File: src/inc/osc_ctrl_regs.svh
// Register offsets, field positions, reset values and timing counts of the oscillator control block.
`ifndef OSC_CTRL_REGS_SVH
`define OSC_CTRL_REGS_SVH
`define IDX_INT_FLAGS 10'h00C
`define IDX_INT_ENABLES 10'h08C
`define IDX_OSC_CONTROL 10'h08F
`define IDX_OSC_TRIM 10'h090
`define ADDR_OF(idx) ({idx, 2'b00})
`define OSC_FAIL_BIT 2
`define IFS_LSB 4
`define IFS_MSB 6
`define EXT_ACTIVE_BIT 3
`define HF_STABLE_BIT 2
`define LF_STABLE_BIT 1
`define SRC_SEL_BIT 0
`define IFS_RESET 3'h6
`define TRIM_RESET 5'h00
`define INT_FLAGS_RESET 8'h00
`define INT_ENABLES_RESET 8'h00
`define OST_CYCLES 11'h400
`define SAMPLE_DIVIDE 7'h40
`endif

File: src/inc/osc_ctrl_pkg.sv
// Types shared by the oscillator control block.
package osc_ctrl_pkg;
    typedef enum logic [3:0] {
        ST_SLEEP = 4'b0001,
        ST_STARTUP = 4'b0010,
        ST_EXTERNAL = 4'b0100,
        ST_FAILSAFE = 4'b1000
    } clk_state_t;

    typedef enum logic [2:0] {
        low_power_crystal_mode = 3'h0,
        crystal_mode = 3'h1,
        high_speed_crystal_mode = 3'h2,
        ext_clock_input_mode = 3'h3,
        resistor_capacitor_mode = 3'h4
    } osc_mode_t;
endpackage

File: src/rtl/oscillator_control_failsafe_startup.sv
// Oscillator control with start-up timer, fail-safe clock monitor and APB register slave.
//
// Notes on behaviour
// - In external clock or RC mode, monitoring starts right after reset or sleep.
// - Failure detection only after reset/sleep exit and, in crystal modes, start-up timer expiry.
// - Crystal modes run on internal oscillator until the start-up timer expires.
// - Once external oscillator is stable, low internal oscillator feeds monitor sample clock.
// - Frequency select codes 000..111 pick 31k,125k,250k,500k,1M,2M,4M,8M.
// - Reset loads frequency select 110, clears stability flags and source select.
// - Trim clears on power-on or brown-out reset only, kept otherwise.
// - On failure set fail flag, interrupt if enabled, switch to internal oscillator.
// - Monitor sample clock is low internal oscillator divided by 64.
// - Start-up timer counts 1024 external cycles before external clock counts as stable.
// - Fail-safe ends on reset, sleep, or write that changes source select.
`timescale 1ns/1ps
`include "osc_ctrl_regs.svh"

module oscillator_control_failsafe_startup (
    // Clock and resets
    input wire logic pclk,
    input wire logic presetn,
    input wire logic por_resetn,
    // APB slave
    input wire logic psel,
    input wire logic penable,
    input wire logic pwrite,
    input wire logic [11:0] paddr,
    input wire logic [31:0] pwdata,
    output logic [31:0] prdata,
    output logic pready,
    output logic pslverr,
    // Configuration and oscillator status
    input wire logic [2:0] osc_mode,
    input wire logic fail_monitor_enable,
    input wire logic ext_osc_tick,
    input wire logic lfint_tick,
    input wire logic hf_osc_ready,
    input wire logic lf_osc_ready,
    // Power management events
    input wire logic sleep_enter,
    input wire logic wake_event,
    // Clock steering and interrupt
    output logic use_internal_clock,
    output logic [2:0] internal_freq_select,
    output logic [4:0] freq_trim,
    output logic sample_from_lfint,
    output logic monitor_active,
    output logic irq
);
    osc_ctrl_pkg::clk_state_t state;
    osc_ctrl_pkg::clk_state_t next_state;
    osc_ctrl_pkg::clk_state_t resume_state;
    logic clock_source_select;
    logic high_freq_osc_stable;
    logic low_freq_osc_stable;
    logic [7:0] int_flags;
    logic [7:0] int_enables;
    logic [9:0] ost_count;
    logic [5:0] sample_div;
    logic edge_seen;
    logic reset_done;

    function automatic logic needs_startup(input logic [2:0] mode);
        needs_startup = (mode == osc_ctrl_pkg::low_power_crystal_mode) ||
                        (mode == osc_ctrl_pkg::crystal_mode) ||
                        (mode == osc_ctrl_pkg::high_speed_crystal_mode);
    endfunction

    // Each register takes one aligned word, so a hit is an exact byte-address match.
    function automatic logic reg_hit(input logic [11:0] addr, input logic [11:0] byte_addr);
        reg_hit = (addr == byte_addr);
    endfunction

    // Bus decode.
    wire setup_phase = psel && !penable;
    wire access_phase = psel && penable;
    wire hit_flags = reg_hit(paddr, `ADDR_OF(`IDX_INT_FLAGS));
    wire hit_enables = reg_hit(paddr, `ADDR_OF(`IDX_INT_ENABLES));
    wire hit_control = reg_hit(paddr, `ADDR_OF(`IDX_OSC_CONTROL));
    wire hit_trim = reg_hit(paddr, `ADDR_OF(`IDX_OSC_TRIM));
    wire hit_any = hit_flags || hit_enables || hit_control || hit_trim;
    wire wr_access = access_phase && pwrite;
    wire rd_access = access_phase && !pwrite;
    wire wr_control = wr_access && hit_control;
    wire wr_flags = wr_access && hit_flags;
    wire wr_enables = wr_access && hit_enables;
    wire wr_trim = wr_access && hit_trim;

    // The registers are plain flops, so every access completes without wait states.
    assign pready = 1'b1;
    // An unmapped address answers with an error and its write is dropped.
    assign pslverr = access_phase && !hit_any;

    // State decodes shared by the steering, monitor, timer and flag logic.
    wire in_startup = (state == osc_ctrl_pkg::ST_STARTUP);
    wire in_external = (state == osc_ctrl_pkg::ST_EXTERNAL);
    wire in_failsafe = (state == osc_ctrl_pkg::ST_FAILSAFE);

    // Clock state derived from the running source.
    wire ext_active = in_external && !clock_source_select;
    wire [7:0] control_view = {1'b0, internal_freq_select, ext_active,
                               high_freq_osc_stable, low_freq_osc_stable, clock_source_select};

    wire [7:0] read_mux = hit_flags ? int_flags :
                          hit_enables ? int_enables :
                          hit_control ? control_view :
                          hit_trim ? {3'h0, freq_trim} : 8'h00;

    // Start-up timer and monitor sampling.
    wire ost_done = in_startup && ext_osc_tick &&
                    (ost_count == 10'(`OST_CYCLES - 11'h001));
    wire sample_end = lfint_tick && (sample_div == 6'(`SAMPLE_DIVIDE - 7'h01));
    // A window that closes with no external tick in it, nor on its last edge, means the clock has died.
    wire window_empty = !edge_seen && !ext_osc_tick;
    wire clock_failed = monitor_active && sample_end && window_empty;
    wire src_changed = wr_control && (pwdata[`SRC_SEL_BIT] != clock_source_select);

    assign resume_state = needs_startup(osc_mode) ? osc_ctrl_pkg::ST_STARTUP
                                                  : osc_ctrl_pkg::ST_EXTERNAL;

    // Only external running is monitored; start-up and fail-safe are not.
    assign monitor_active = fail_monitor_enable && in_external;
    assign sample_from_lfint = in_external;
    assign use_internal_clock = clock_source_select || !in_external;
    assign irq = |(int_flags & int_enables);

    // Sleep parks the machine, and start-up runs on the internal clock while the timer counts.
    // External is the only monitored state, and fail-safe waits for sleep or a source change.
    always_comb
    begin
        next_state = state;
        case (state)
            osc_ctrl_pkg::ST_SLEEP:
            begin
                if (wake_event)
                    next_state = resume_state;
            end
            osc_ctrl_pkg::ST_STARTUP:
            begin
                if (sleep_enter)
                    next_state = osc_ctrl_pkg::ST_SLEEP;
                else if (ost_done)
                    next_state = osc_ctrl_pkg::ST_EXTERNAL;
            end
            osc_ctrl_pkg::ST_EXTERNAL:
            begin
                if (sleep_enter)
                    next_state = osc_ctrl_pkg::ST_SLEEP;
                else if (clock_failed)
                    next_state = osc_ctrl_pkg::ST_FAILSAFE;
            end
            osc_ctrl_pkg::ST_FAILSAFE:
            begin
                if (sleep_enter)
                    next_state = osc_ctrl_pkg::ST_SLEEP;
                else if (src_changed)
                    next_state = resume_state;
            end
            default:
            begin
                next_state = resume_state;
            end
        endcase
    end

    // The reset branch may only load a constant, so reset parks the machine in sleep.
    // On the first edge after release the mode decides between start-up and running.
    // A reset thus clears fail-safe and restarts the timer just like a wake from sleep.
    always_ff @(posedge pclk or negedge presetn)
    begin
        if (!presetn)
            state <= osc_ctrl_pkg::ST_SLEEP;
        else if (state == osc_ctrl_pkg::ST_SLEEP && !reset_done)
            state <= resume_state;
        else
            state <= next_state;
    end

    // Marks that the first cycle after reset release has passed.
    always_ff @(posedge pclk or negedge presetn)
    begin
        if (!presetn)
            reset_done <= 1'b0;
        else
            reset_done <= 1'b1;
    end

    // The timer restarts whenever start-up is entered, so a sleep aborts a partial count.
    always_ff @(posedge pclk or negedge presetn)
    begin
        if (!presetn)
            ost_count <= 10'h000;
        else if (!in_startup)
            ost_count <= 10'h000;
        else if (ext_osc_tick)
            ost_count <= ost_count + 10'h001;
    end

    // Divider and edge latch are held cleared outside monitoring so the first window is full.
    always_ff @(posedge pclk or negedge presetn)
    begin
        if (!presetn)
            sample_div <= 6'h00;
        else if (!monitor_active)
            sample_div <= 6'h00;
        else if (lfint_tick)
            sample_div <= sample_div + 6'h01;
    end

    always_ff @(posedge pclk or negedge presetn)
    begin
        if (!presetn)
            edge_seen <= 1'b0;
        else if (!monitor_active || sample_end)
            edge_seen <= 1'b0;
        else if (ext_osc_tick)
            edge_seen <= 1'b1;
    end

    // Oscillator control fields.
    // Frequency select writes are honoured in fail-safe too, so software can retune there.
    always_ff @(posedge pclk or negedge presetn)
    begin
        if (!presetn)
            internal_freq_select <= `IFS_RESET;
        else if (wr_control)
            internal_freq_select <= pwdata[`IFS_MSB:`IFS_LSB];
    end

    always_ff @(posedge pclk or negedge presetn)
    begin
        if (!presetn)
            clock_source_select <= 1'b0;
        else if (wr_control)
            clock_source_select <= pwdata[`SRC_SEL_BIT];
    end

    // Stability flags trail their oscillator ready inputs by one cycle.
    always_ff @(posedge pclk or negedge presetn)
    begin
        if (!presetn)
            high_freq_osc_stable <= 1'b0;
        else
            high_freq_osc_stable <= hf_osc_ready;
    end

    always_ff @(posedge pclk or negedge presetn)
    begin
        if (!presetn)
            low_freq_osc_stable <= 1'b0;
        else
            low_freq_osc_stable <= lf_osc_ready;
    end

    // Trim survives ordinary resets; only power-on or brown-out clears it.
    always_ff @(posedge pclk or negedge por_resetn)
    begin
        if (!por_resetn)
            freq_trim <= `TRIM_RESET;
        else if (wr_trim)
            freq_trim <= pwdata[4:0];
    end

    // Enable bit 2 gates the fail flag onto the interrupt line.
    always_ff @(posedge pclk or negedge presetn)
    begin
        if (!presetn)
            int_enables <= `INT_ENABLES_RESET;
        else if (wr_enables)
            int_enables <= pwdata[7:0];
    end

    // Fail flag: read clears it, but not while fail-safe persists, and a new failure wins.
    wire rd_flags = rd_access && hit_flags;
    wire fail_clear = rd_flags && !in_failsafe;
    wire [7:0] next_flags_sw = wr_flags ? pwdata[7:0] : int_flags;

    genvar b;
    generate
        for (b = 0; b < 8; b = b + 1)
        begin : g_flag
            always_ff @(posedge pclk or negedge presetn)
            begin
                if (!presetn)
                    int_flags[b] <= 1'(`INT_FLAGS_RESET >> b);
                else if (b == `OSC_FAIL_BIT)
                    int_flags[b] <= clock_failed || (int_flags[b] && !fail_clear);
                else
                    int_flags[b] <= next_flags_sw[b];
            end
        end
    endgenerate

    // Read data is captured in the setup cycle so it leaves a flip-flop.
    always_ff @(posedge pclk or negedge presetn)
    begin
        if (!presetn)
            prdata <= 32'h00000000;
        else if (setup_phase && !pwrite)
            prdata <= {24'h000000, read_mux};
    end
endmodule

File: config.mk
export PLATFORM = sky130hd
export DESIGN_NAME = oscillator_control_failsafe_startup
export DESIGN_NICKNAME = d
export VERILOG_FILES = /design/src/inc/osc_ctrl_pkg.sv /design/src/rtl/oscillator_control_failsafe_startup.sv
export VERILOG_INCLUDE_DIRS = /design/src /design/src/inc
export SDC_FILE = /design/constraint.sdc
export NUM_CORES = 1
export LEC_CHECK = 0
export BUFFER_PORTS_ARGS = -buffer_cell sky130_fd_sc_hd__buf_2
export CORE_MARGIN = 2
export CORE_UTILIZATION = 35
export CTS_BUF_LIST = sky130_fd_sc_hd__clkbuf_8
export DETAILED_ROUTE_END_ITERATION = 8
export REMOVE_ABC_BUFFERS = 1
export SETUP_SLACK_MARGIN = 0.3
export SYNTH_ARGS = -nofsm -noshare
export SYNTH_HDL_FRONTEND = slang
export SYNTH_SLANG_ARGS = --single-unit
File: constraint.sdc
create_clock -name pclk -period 2.45 [get_ports pclk]
set_clock_uncertainty 0.05 [all_clocks]
set_input_delay 0.245 -clock pclk [delete_from_list [all_inputs] [get_ports pclk]]
set_output_delay 0.245 -clock pclk [all_outputs]
set_load 0.01 [all_outputs]
-- After elaboration in Yosys (flattened, before gate mapping)
Index checks and enable logic that the tools add are counted.
- bits in registers: 57
- bits of input ports: 60
- word-level logic and storage cells: 108
- add/sub/neg operators: 2
- equal/unequal tests: 19
- mux-type cells: 20
- bitwise logic cells: 1
- reduce and logical (&&, ||, !) cells: 46
- operator list (cell ; number):
    equality test 12 x 10 -> 1 bit (second input constant) ; 3
    two-way mux 4 bit ; 8
    logical AND 1 bit ; 23
    two-way mux 10 bit ; 2
    two-way mux 8 bit ; 2
    case mux 4 bit (4 select lines) ; 1
    equality test 12 x 6 -> 1 bit (second input constant) ; 1
    two-way mux 6 bit ; 2
    != test 4 x 2 -> 1 bit (second input constant) ; 3
    zero test 1 bit ; 11
    adder 10 x 1 -> 10 bit (second input constant) ; 1
    equality test 10 bit (second input constant) ; 1
    bitwise AND 8 bit ; 1
    logical OR 1 bit ; 8
    OR reduction 8 bit ; 1
    two-way mux 7 bit ; 1
    adder 6 x 1 -> 6 bit (second input constant) ; 1
    equality test 6 bit (second input constant) ; 1
    two-way mux 5 bit ; 1
    equality test 4 x 1 -> 1 bit (second input constant) ; 1
    equality test 4 x 2 -> 1 bit (second input constant) ; 1
    equality test 4 x 3 -> 1 bit (second input constant) ; 1
    equality test 4 bit (second input constant) ; 1
    != test 2 bit (second input constant) ; 2
    9 further kinds ; 10

-- Logic depth before layout (Yosys ltp)
Gate-level depths: netlist of the first run.
- depth in word-level cells: 8
- depth in mapped cells: 6
- gate-level depth less buffers: 6

-- Worst setup path after synthesis of the first run
No wires, ideal clock.
- path kind: register -> register
- from: register state[0]
- to: register state[2]
- setup time: 0.129 ns
- arrival time: 1.612 ns
- path slack: 0.659 ns
- stages on the path, launching flop included: 6
- period minus slack after synthesis: 1.791 ns
- cells stage by stage: dfstp_2 > or4b_2 > nor2_1 > o22ai_1 > a21oi_1 > o21ai_0
- cells in the longest elaborated chain, start to end: 6
- elaborated cells between the ends (all ways): 17
- RTL lines (what ; RTL line ; source):
    from (decl) ; oscillator_control_failsafe_startup.sv:50 ; osc_ctrl_pkg::clk_state_t state;
    from (signal assigned) ; oscillator_control_failsafe_startup.sv:172 ; state <= osc_ctrl_pkg::ST_SLEEP;
    from (signal assigned) ; oscillator_control_failsafe_startup.sv:174 ; state <= resume_state;
    from (signal assigned) ; oscillator_control_failsafe_startup.sv:176 ; state <= next_state;
    equality test 4 x 3 -> 1 bit ; oscillator_control_failsafe_startup.sv:96, oscillator_control_failsafe_startup.sv:132 ;
    logical AND 1 bit ; oscillator_control_failsafe_startup.sv:122 ; assign monitor_active = fail_monitor_enable && in_external;
    logical AND 1 bit (2 in series) ; oscillator_control_failsafe_startup.sv:115 ; wire clock_failed = monitor_active && sample_end && window_empty;
    != test 4 x 2 -> 1 bit (no line) ; n/a ;
    AND reduction 4 bit (no line) ; n/a ;
Several ways; a longest one is shown, not always the timed one.
A chain may end at the register's enable or synchronous reset.

-- Worst setup path in the final report of the first run
Same ends and word-level chain as after synthesis.

==> results of run 1 <==
-- per-stage QoR --
stage                     worst slack, ns  instances  utilization  power (mW)
after CTS                           0.433        468        0.435        2.43
after floorplan                     0.659        281            -        1.24
final                               0.434        468        0.435        2.40
after global routing                0.313        468        0.435        2.53
after global placement              0.363        448        0.403        1.40
after detailed placement            0.342        448        0.403        1.41
-- cell type report --
class	count	area [sq um]
Tap cell	105	131
Clock inverter	5	77.6
Sequential cell	57	1430
Multi-Input combinational cell	219	1420
Fill cell	832	4660
Inverter	5	18.8
Timing Repair Buffer	66	365
Clock buffer	11	151
-- critical path, delay by kind of cell, from the launching register on --
kind,cells,cell delay [ns]
flops,1,0.56
compound gates,3,0.45
simple gates,2,0.83
-- power breakdown --
part           internal (mW)  switching, mW  total, mW
Combinational          0.145          0.228      0.372
Clock                  0.624          0.377       1.00
Sequential             0.986         0.0416       1.03
Total                   1.75          0.646       2.40
-- path summary, 6_finish.rpt --
| kind | start | to | slack [ns] | depth (start not counted) |
|---|---|---|---|---|
| worst min register to register | prdata[5]$_DFFE_PN0P_ | prdata[5]$_DFFE_PN0P_ | 0.43 | 2 |
| max in group asynchronous | presetn | internal_freq_select[2]$_DFFE_PN1P_ | 1.18 | 3 |
| worst max-delay path | state[0]$_DFFE_PN1P_ | state[2]$_DFFE_PN0P_ | 0.43 | 5 |
| worst max register to register | state[0]$_DFFE_PN1P_ | state[2]$_DFFE_PN0P_ | 0.43 | 5 |
| min in group asynchronous | por_resetn | freq_trim[3]$_DFFE_PN0P_ | 0.23 | 2 |
| worst min-delay path | sleep_enter | state[3]$_DFFE_PN0P_ | 0.10 | 2 |
-- cells by family (layout without fill, tap and decap cells) --
| group | after synthesis | after routing | share of synthesized area |
|---|---|---|---|
| multiplexers | 26 | 26 | 0.103 |
| XOR/XNOR | 12 | 12 | 0.0352 |
| AO/OA/AOI/OAI | 56 | 56 | 0.112 |
| flip-flops | 57 | 57 | 0.479 |
| buffers and inverters | 33 | 87 | 0.0754 |
| other | 2 | 26 | 0.00252 |
| adder cells (fa/ha/maj) | 2 | 2 | 0.00838 |
| AND/OR/NAND/NOR | 97 | 97 | 0.184 |
-- Yosys cell counts, types with 4 or more instances --
library cell	instances
inv_1	5
or3_1	4
mux2_4	5
dfrtp_1	54
a21oi_1	15
buf_4	25
a22oi_1	5
nand4_1	6
o21ai_0	24
nand2_1	24
nand3_1	10
xor2_1	8
xnor2_1	4
mux2_2	18
nor2_1	27
-- state kept, by name, summed over array words and instances, names as in the netlist --
signal,cells
int_enables,8
internal_freq_select,3
low_freq_osc_stable,1
edge_seen,1
reset_done,1
freq_trim,5
high_freq_osc_stable,1
clock_source_select,1
int_flags,8
sample_div,6
state,4
ost_count,10
prdata,8
-- cell usage in the layout (no fill, tap or decap), types with 5 or more instances in the layout --
cell and count:
a21oi_1 15, a22oi_1 5, buf_2 56, buf_4 6, clkbuf_8 11, conb_1 26
dfrtp_1 54, inv_1 5, mux2_2 18, mux2_4 5, nand2_1 24, nand3_1 10
nand4_1 6, nor2_1 27, o21ai_0 24, xor2_1 8
-- per-layer routing --
layer  share of wire  wire length (um)  up-vias
met5               0                 0        -
li1                -                 -     1120
met4          0.0090                63        0
met3           0.081               568        8
met2            0.48              3370      103
met1            0.43              2980     1143
-- timing repair --
action	CTS	global route
setup endpoints to repair	0	0
hold buffers	4	0
hold endpoints to repair	35	0
==> metrics.txt, run 1 <==
layout cells sized above 1 0.314; Die X 96.4 um; Final Cell Area 3590 sq um; Yosys top cell by area dfrtp_1; GR Util met3 0.0517; largest net degree at the start of global routing 32; Initial Util 0.362; IR drop worst, VDD 0.000374 V; Syn Area/Cell 10.5 sq um; vias in the first global route 2298; Post-synth EDFFs 0; ANT nets after route 0; fmax 496 MHz; Mapped Cells 285; clock buffer depth 2; Worst setup SP type register; Post-Syn Area 2990 sq um; worst slew pin tran 0.700 ns; Area contributors post-synth dfrtp_1 (45%), mux2_2 (6.8%), buf_4 (6.3%); sequential share of the synthesized area 0.479; RSZ-0062 raised after global routing false; total length of routed wires 6980 um; Clock Latency Late Sink 0.33 ns; htree depth 3; max cap viols 0; Max-slew headroom 0.534; area added between synthesis and finish 20.4%; Yosys warning count 0; Num Clock Sinks 57; gr ovfl total 0; GPL Wtd Cong 0.822; endpoints failing hold 0; drt pass-1 iters 4; status complete, no violations; fin nets 420; Hold WC Path Type input port to register; most used flip-flop cell after synthesis dfrtp_1; FFs w/ async S/R, synth 1.00; drt via density 5.07; DRC 0; Critical-path top delay cell or4b_2; CP Max Fanout 4; Post-CTS Resized 0; crit-path cells or4b_2 > nor2_1 > o22ai_1 > a21oi_1 > o21ai_0; setup violators final 0; I/O pin count 106; Pleak 1.73 nW; Cell Rows 33; die height 96.4 um; post-CTS setup buffer count 0; Post-DP HPWL 5230 um; most used routing layer met2; critical path class register to register; Core Area 8260 sq um; initial antenna violation count 0; Reg clk slew, reported paths 0.06 ns; First DRT Iteration DRCs 81; clock root buffer clkbuf_8; WP data arrival 2.17 ns; Slew Limit Fails 0; synthesis-stage register bit count 57; Routed wire per std cell 14.9 um; area post-placement 3330 sq um; CTS tree yes; top cell type's share of synthesized area 0.453; Num CTS Buffers 9; post-synthesis cell type count 47; pwr dens 668 nW/um^2; M2 GR Usage 0.270; Critical Path RT 2.61 ns; Inserted Diodes 0; period utilization 0.823; M1 GR Usage 0.203; first-pass GRT wire length 11200 um; max incr delay on CP 0.62 ns; critical path capture point type register; Min Hold Slack 0.105 ns; GRT Resource Usage Total 0.162; crit path time final 2.02 ns; Setup TNS 0 ns; total die area 9280 sq um; number of port buffers 56; total number of vias 2374
Power figures use the tool's default switching activity.
==> inputs of run 2 (changes only) <==
Clock period 2.45 ns to 1.9 ns, I/O delays scaled along.
==> metrics.txt, run 2 (same netlist as run 1, synthesis figures left out) <==
clock root buffer clkbuf_8; total die area 9280 sq um; Pleak 1.88 nW; DRC 0; max incr delay on CP 0.39 ns; CP Max Fanout 4; pwr dens 853 nW/um^2; Min Hold Slack 0.0313 ns; GRT Resource Usage Total 0.169; total number of vias 2443; layout cells sized above 1 0.369; RSZ-0062 raised after global routing true; critical path capture point type output pin; Net Sw Frac 0.273; total length of routed wires 7210 um; Routed wire per std cell 14.6 um; ANT nets after route 0; area added between synthesis and finish 29.3%; I/O pin count 106; htree depth 3; Setup TNS 0 ns; Top reg by flops ost_count; Reg clk slew, reported paths 0.07 ns; Hold WC Path Type input port to register; CP Buf/Inv Count 2; crit-path cells buf_6 > nor4b_4 > nand2b_1 > buf_2; GPL Wtd Cong 0.868; power share of the combinational group 0.223; fin nets 445; critical path class register to output pin; Critical-path top delay cell dfrtp_1; CTS tree yes; max cap viols 0; Clk pwr share 0.381; Crit path max-delay family simple AND/OR/NAND/NOR gates; most frequent cells in the layout dfrtp_1 (54), buf_2 (54), conb_1 (26), buf_4 (26), nor2_1 (25); gr ovfl total 0; first-pass GRT wire length 11700 um; Clock Latency Late Sink 0.35 ns; Worst setup SP type register; die height 96.4 um; Inserted Diodes 0; vias in the first global route 2435; fmax 582 MHz; clock buffer depth 2; Core Area 8260 sq um; Pint 2.39 mW; First DRT Iteration DRCs 92; crit path time final 1.72 ns; setup violators final 0; Num CTS Buffers 9; Post-DP HPWL 5270 um; status complete, no violations; period utilization 0.905; endpoints failing hold 0; IR drop worst, VDD 0.000547 V; Largest register FFs 10; largest net degree at the start of global routing 53; drt pass-1 iters 4; drt via density 4.96; Slew Limit Fails 0; Cell Rows 33; WP data arrival 1.48 ns; Critical Path RT 1.66 ns; number of port buffers 56; sequential power share 0.396; Initial Util 0.362; Die X 96.4 um; Num Clock Sinks 57; Psw 0.900 mW; flop2flop setup slack 0.23 ns; initial antenna violation count 0
run 2: changes by cell type in the layout (fill, tap and decap cells not counted), moves of 2 or more:
cell and delta:
buf_4 +20, buf_6 +5, buf_12 +2, buf_2 -2, nor2_1 -2
run 2: path summary, 6_finish.rpt:
kind / from / to / cells past startpoint
worst max-delay path: state[1]$_DFFE_PN0P_ / use_internal_clock / 4
worst min-delay path: pwdata[6] / int_flags[6]$_DFFE_PN0P_ / 3
worst max register to register: state[1]$_DFFE_PN0P_ / state[1]$_DFFE_PN0P_ / 6
worst min register to register: prdata[5]$_DFFE_PN0P_ / prdata[5]$_DFFE_PN0P_ / 2
max in group asynchronous: presetn / state[0]$_DFFE_PN1P_ / 3
min in group asynchronous: por_resetn / freq_trim[2]$_DFFE_PN0P_ / 2
run 2: final cells by class:
class | instances | area [sq um]
clock inverters | 6 | 82.6
well taps | 105 | 131
inverters | 5 | 18.8
clock buffers | 10 | 138
repair buffers | 91 | 602
flip-flops and latches | 57 | 1430
multi-input cells | 219 | 1460
fillers | 819 | 4400
run 2: repair_timing:
| action | CTS | global route |
|---|---|---|
| setup buffers | 5 | 1 |
| resized for setup | 8 | 7 |
| endpoints found under the setup margin | 7 | 9 |
| pin swaps | 8 | 4 |
| hold endpoints to repair | 56 | 0 |
| hold buffers | 4 | 0 |
run 2: metrics by stage:
stage                     area (sq um)  power, mW  setup slack [ns]  cells  utilization
after floorplan                   2870       1.60             0.109    281            -
after global placement            3490       1.88            0.0664    467        0.423
after detailed placement          3490       1.89            0.0457    467        0.423
after CTS                         3830       3.28             0.156    492        0.464
after global routing              3860       3.47            0.0786    493        0.468
final                             3860       3.29             0.181    493        0.468
run 2: metal layers:
| metal | GRT usage | share of wire | vias to the layer above |
|---|---|---|---|
| li1 | - | - | 1170 |
| met1 | 0.202 | 0.43 | 1177 |
| met2 | 0.284 | 0.49 | 89 |
| met3 | 0.0658 | 0.072 | 7 |
| met4 | 0.0458 | 0.0097 | 0 |
| met5 | 0 | 0 | - |
run 2: power by group through the flow:
stage | logic, mW | registers (mW) | clock network [mW]
6_report | 0.736 | 1.30 | 1.26
3_5_place_dp | 0.574 | 1.32 | 0
4_1_cts | 0.696 | 1.30 | 1.28
2_1_floorplan | 0.270 | 1.33 | 0
3_3_place_gp | 0.561 | 1.32 | 0
5_1_grt | 0.809 | 1.31 | 1.36
run 2: worst min-delay path, stage by stage:
cell	delay [ns]
buf_2	0.10
nand2_1	0.04
o21ai_0	0.06
==> inputs of run 3 (changes only) <==
Settings changed: PLACE_DENSITY_LB_ADDON from default to 0.05, TNS_END_PERCENT from default to 30.
==> metrics.txt, run 3 (same netlist as run 1, synthesis figures left out) <==
Num CTS Buffers 9; gr ovfl total 0; First DRT Iteration DRCs 43; Critical Path RT 2.06 ns; Largest register FFs 10; non-filler cells, final 496; most frequent cells in the layout dfrtp_1 (54), buf_2 (54), buf_4 (29), nor2_1 (26), conb_1 (26); pwr dens 836 nW/um^2; total length of routed wires 7350 um; crit-path cells buf_4 > or4b_4 > nor2_4 > nor2_1 > a21oi_2 > o32ai_1; Psw 0.887 mW; Initial Util 0.362; Crit path max-delay family simple AND/OR/NAND/NOR gates; Critical Path Start state[3]$_DFFE_PN0P_; ANT nets after route 0; fin util 0.469; Routed wire per std cell 14.8 um; IR drop worst, VDD 0.000626 V; area added between synthesis and finish 29.8%; largest net degree at the start of global routing 53; crit path time final 1.70 ns; WP data arrival 1.86 ns; layout cells sized above 1 0.376; Min Hold Slack 0.0593 ns; max incr delay on CP 0.55 ns; launching point of the worst reg2reg path state[3]$_DFFE_PN0P_; CP Max Fanout 3; flop2flop setup slack 0.20 ns; DRC 0; Top reg by flops ost_count; die height 96.4 um; Reg clk slew, reported paths 0.07 ns; critical path capture point type register; Critical-path top delay cell or4b_4; Net Sw Frac 0.274; total number of vias 2392; fin nets 448; FF-to-FF path depth 6; CP Buf/Inv Count 1; clock root buffer clkbuf_8; status complete, no violations; CTS tree yes; initial antenna violation count 0; max cap viols 0; sequential power share 0.402; FF-to-FF End state[1]$_DFFE_PN0P_; Clk pwr share 0.363; Core Area 8260 sq um; fmax 587 MHz; Hold WC Path Type input port to register; total stage count of the critical path 6; htree depth 3; first-pass GRT wire length 11500 um; endpoints failing hold 0; power share of the combinational group 0.235; number of port buffers 56; period utilization 0.896; Inserted Diodes 0; Pint 2.35 mW; clock buffer depth 2; drt pass-1 iters 4; GPL Wtd Cong 0.792; Cells after DPL 470; Setup TNS 0 ns; setup violators final 0; Slew Limit Fails 0; total die area 9280 sq um; critical path class register to register; Power, Total 3.24 mW; vias in the first global route 2195; hold_sp pwdata[7]; Die X 96.4 um; Clock Latency Late Sink 0.33 ns; I/O pin count 106; Worst setup SP type register; Cell Rows 33; Pleak 1.89 nW; drt via density 4.82; Num Clock Sinks 57; end of the critical path state[1]$_DFFE_PN0P_; RSZ-0062 raised after global routing true; GRT Resource Usage Total 0.169; Post-DP HPWL 5450 um
run 3: power groups by stage:
stage,clock (mW),combinational [mW],sequential (mW)
2_1_floorplan,0,0.270,1.33
3_3_place_gp,0,0.573,1.32
3_5_place_dp,0,0.576,1.32
4_1_cts,1.22,0.714,1.30
5_1_grt,1.27,0.849,1.31
6_report,1.17,0.761,1.30
run 3: stage by stage:
stage | cell area [sq um] | setup WS (ns)
2_1_floorplan | 2870 | 0.109
3_3_place_gp | 3500 | 0.0399
3_5_place_dp | 3500 | 0.0221
4_1_cts | 3830 | 0.162
5_1_grt | 3870 | 0.0655
6_report | 3870 | 0.198
run 3: area by class of cell:
class,instances,area [sq um]
fillers,821,4380
multi-input cells,219,1470
flip-flops and latches,57,1430
repair buffers,94,616
clock buffers,12,165
well taps,105,131
clock inverters,4,42.5
inverters,5,18.8
run 3: routing by layer:
metal  up-vias  GRT usage  wire, um
met1      1146      0.218      3350
li1       1170          -         -
met3         7     0.0532       439
met4         0     0.0387        73
met2        69      0.277      3490
met5         -          0         0
run 3: what timing repair did:
item / 4_1_cts / 5_1_grt
endpoints found under the hold margin: 56 / 0
pin swaps: 2 / 5
hold buffers: 4 / 0
setup endpoints to repair: 8 / 11
resized for setup: 11 / 7
setup buffers: 5 / 1
run 3: worst min path at each step:
stage / to / slack (ns) / cells after the start
finish: int_flags[7]$_DFFE_PN0P_ / 0.06 / 2
global route: int_flags[7]$_DFFE_PN0P_ / 0.04 / 2
CTS: freq_trim[2]$_DFFE_PN0P_ / 0.04 / 2
detailed placement: freq_trim[3]$_DFFE_PN0P_ / -0.03 / 1
global placement: freq_trim[0]$_DFFE_PN0P_ / -0.04 / 1
floorplan: clock_source_select$_DFFE_PN0P_ / -0.16 / 0
run 3: worst register-to-register path, stage by stage, from the launching register on:
cell and delay, ns:
dfrtp_1 0.40, buf_4 0.14, or4b_4 0.55, nor2_4 0.15
nor2_1 0.06, a21oi_2 0.16, o32ai_1 0.09
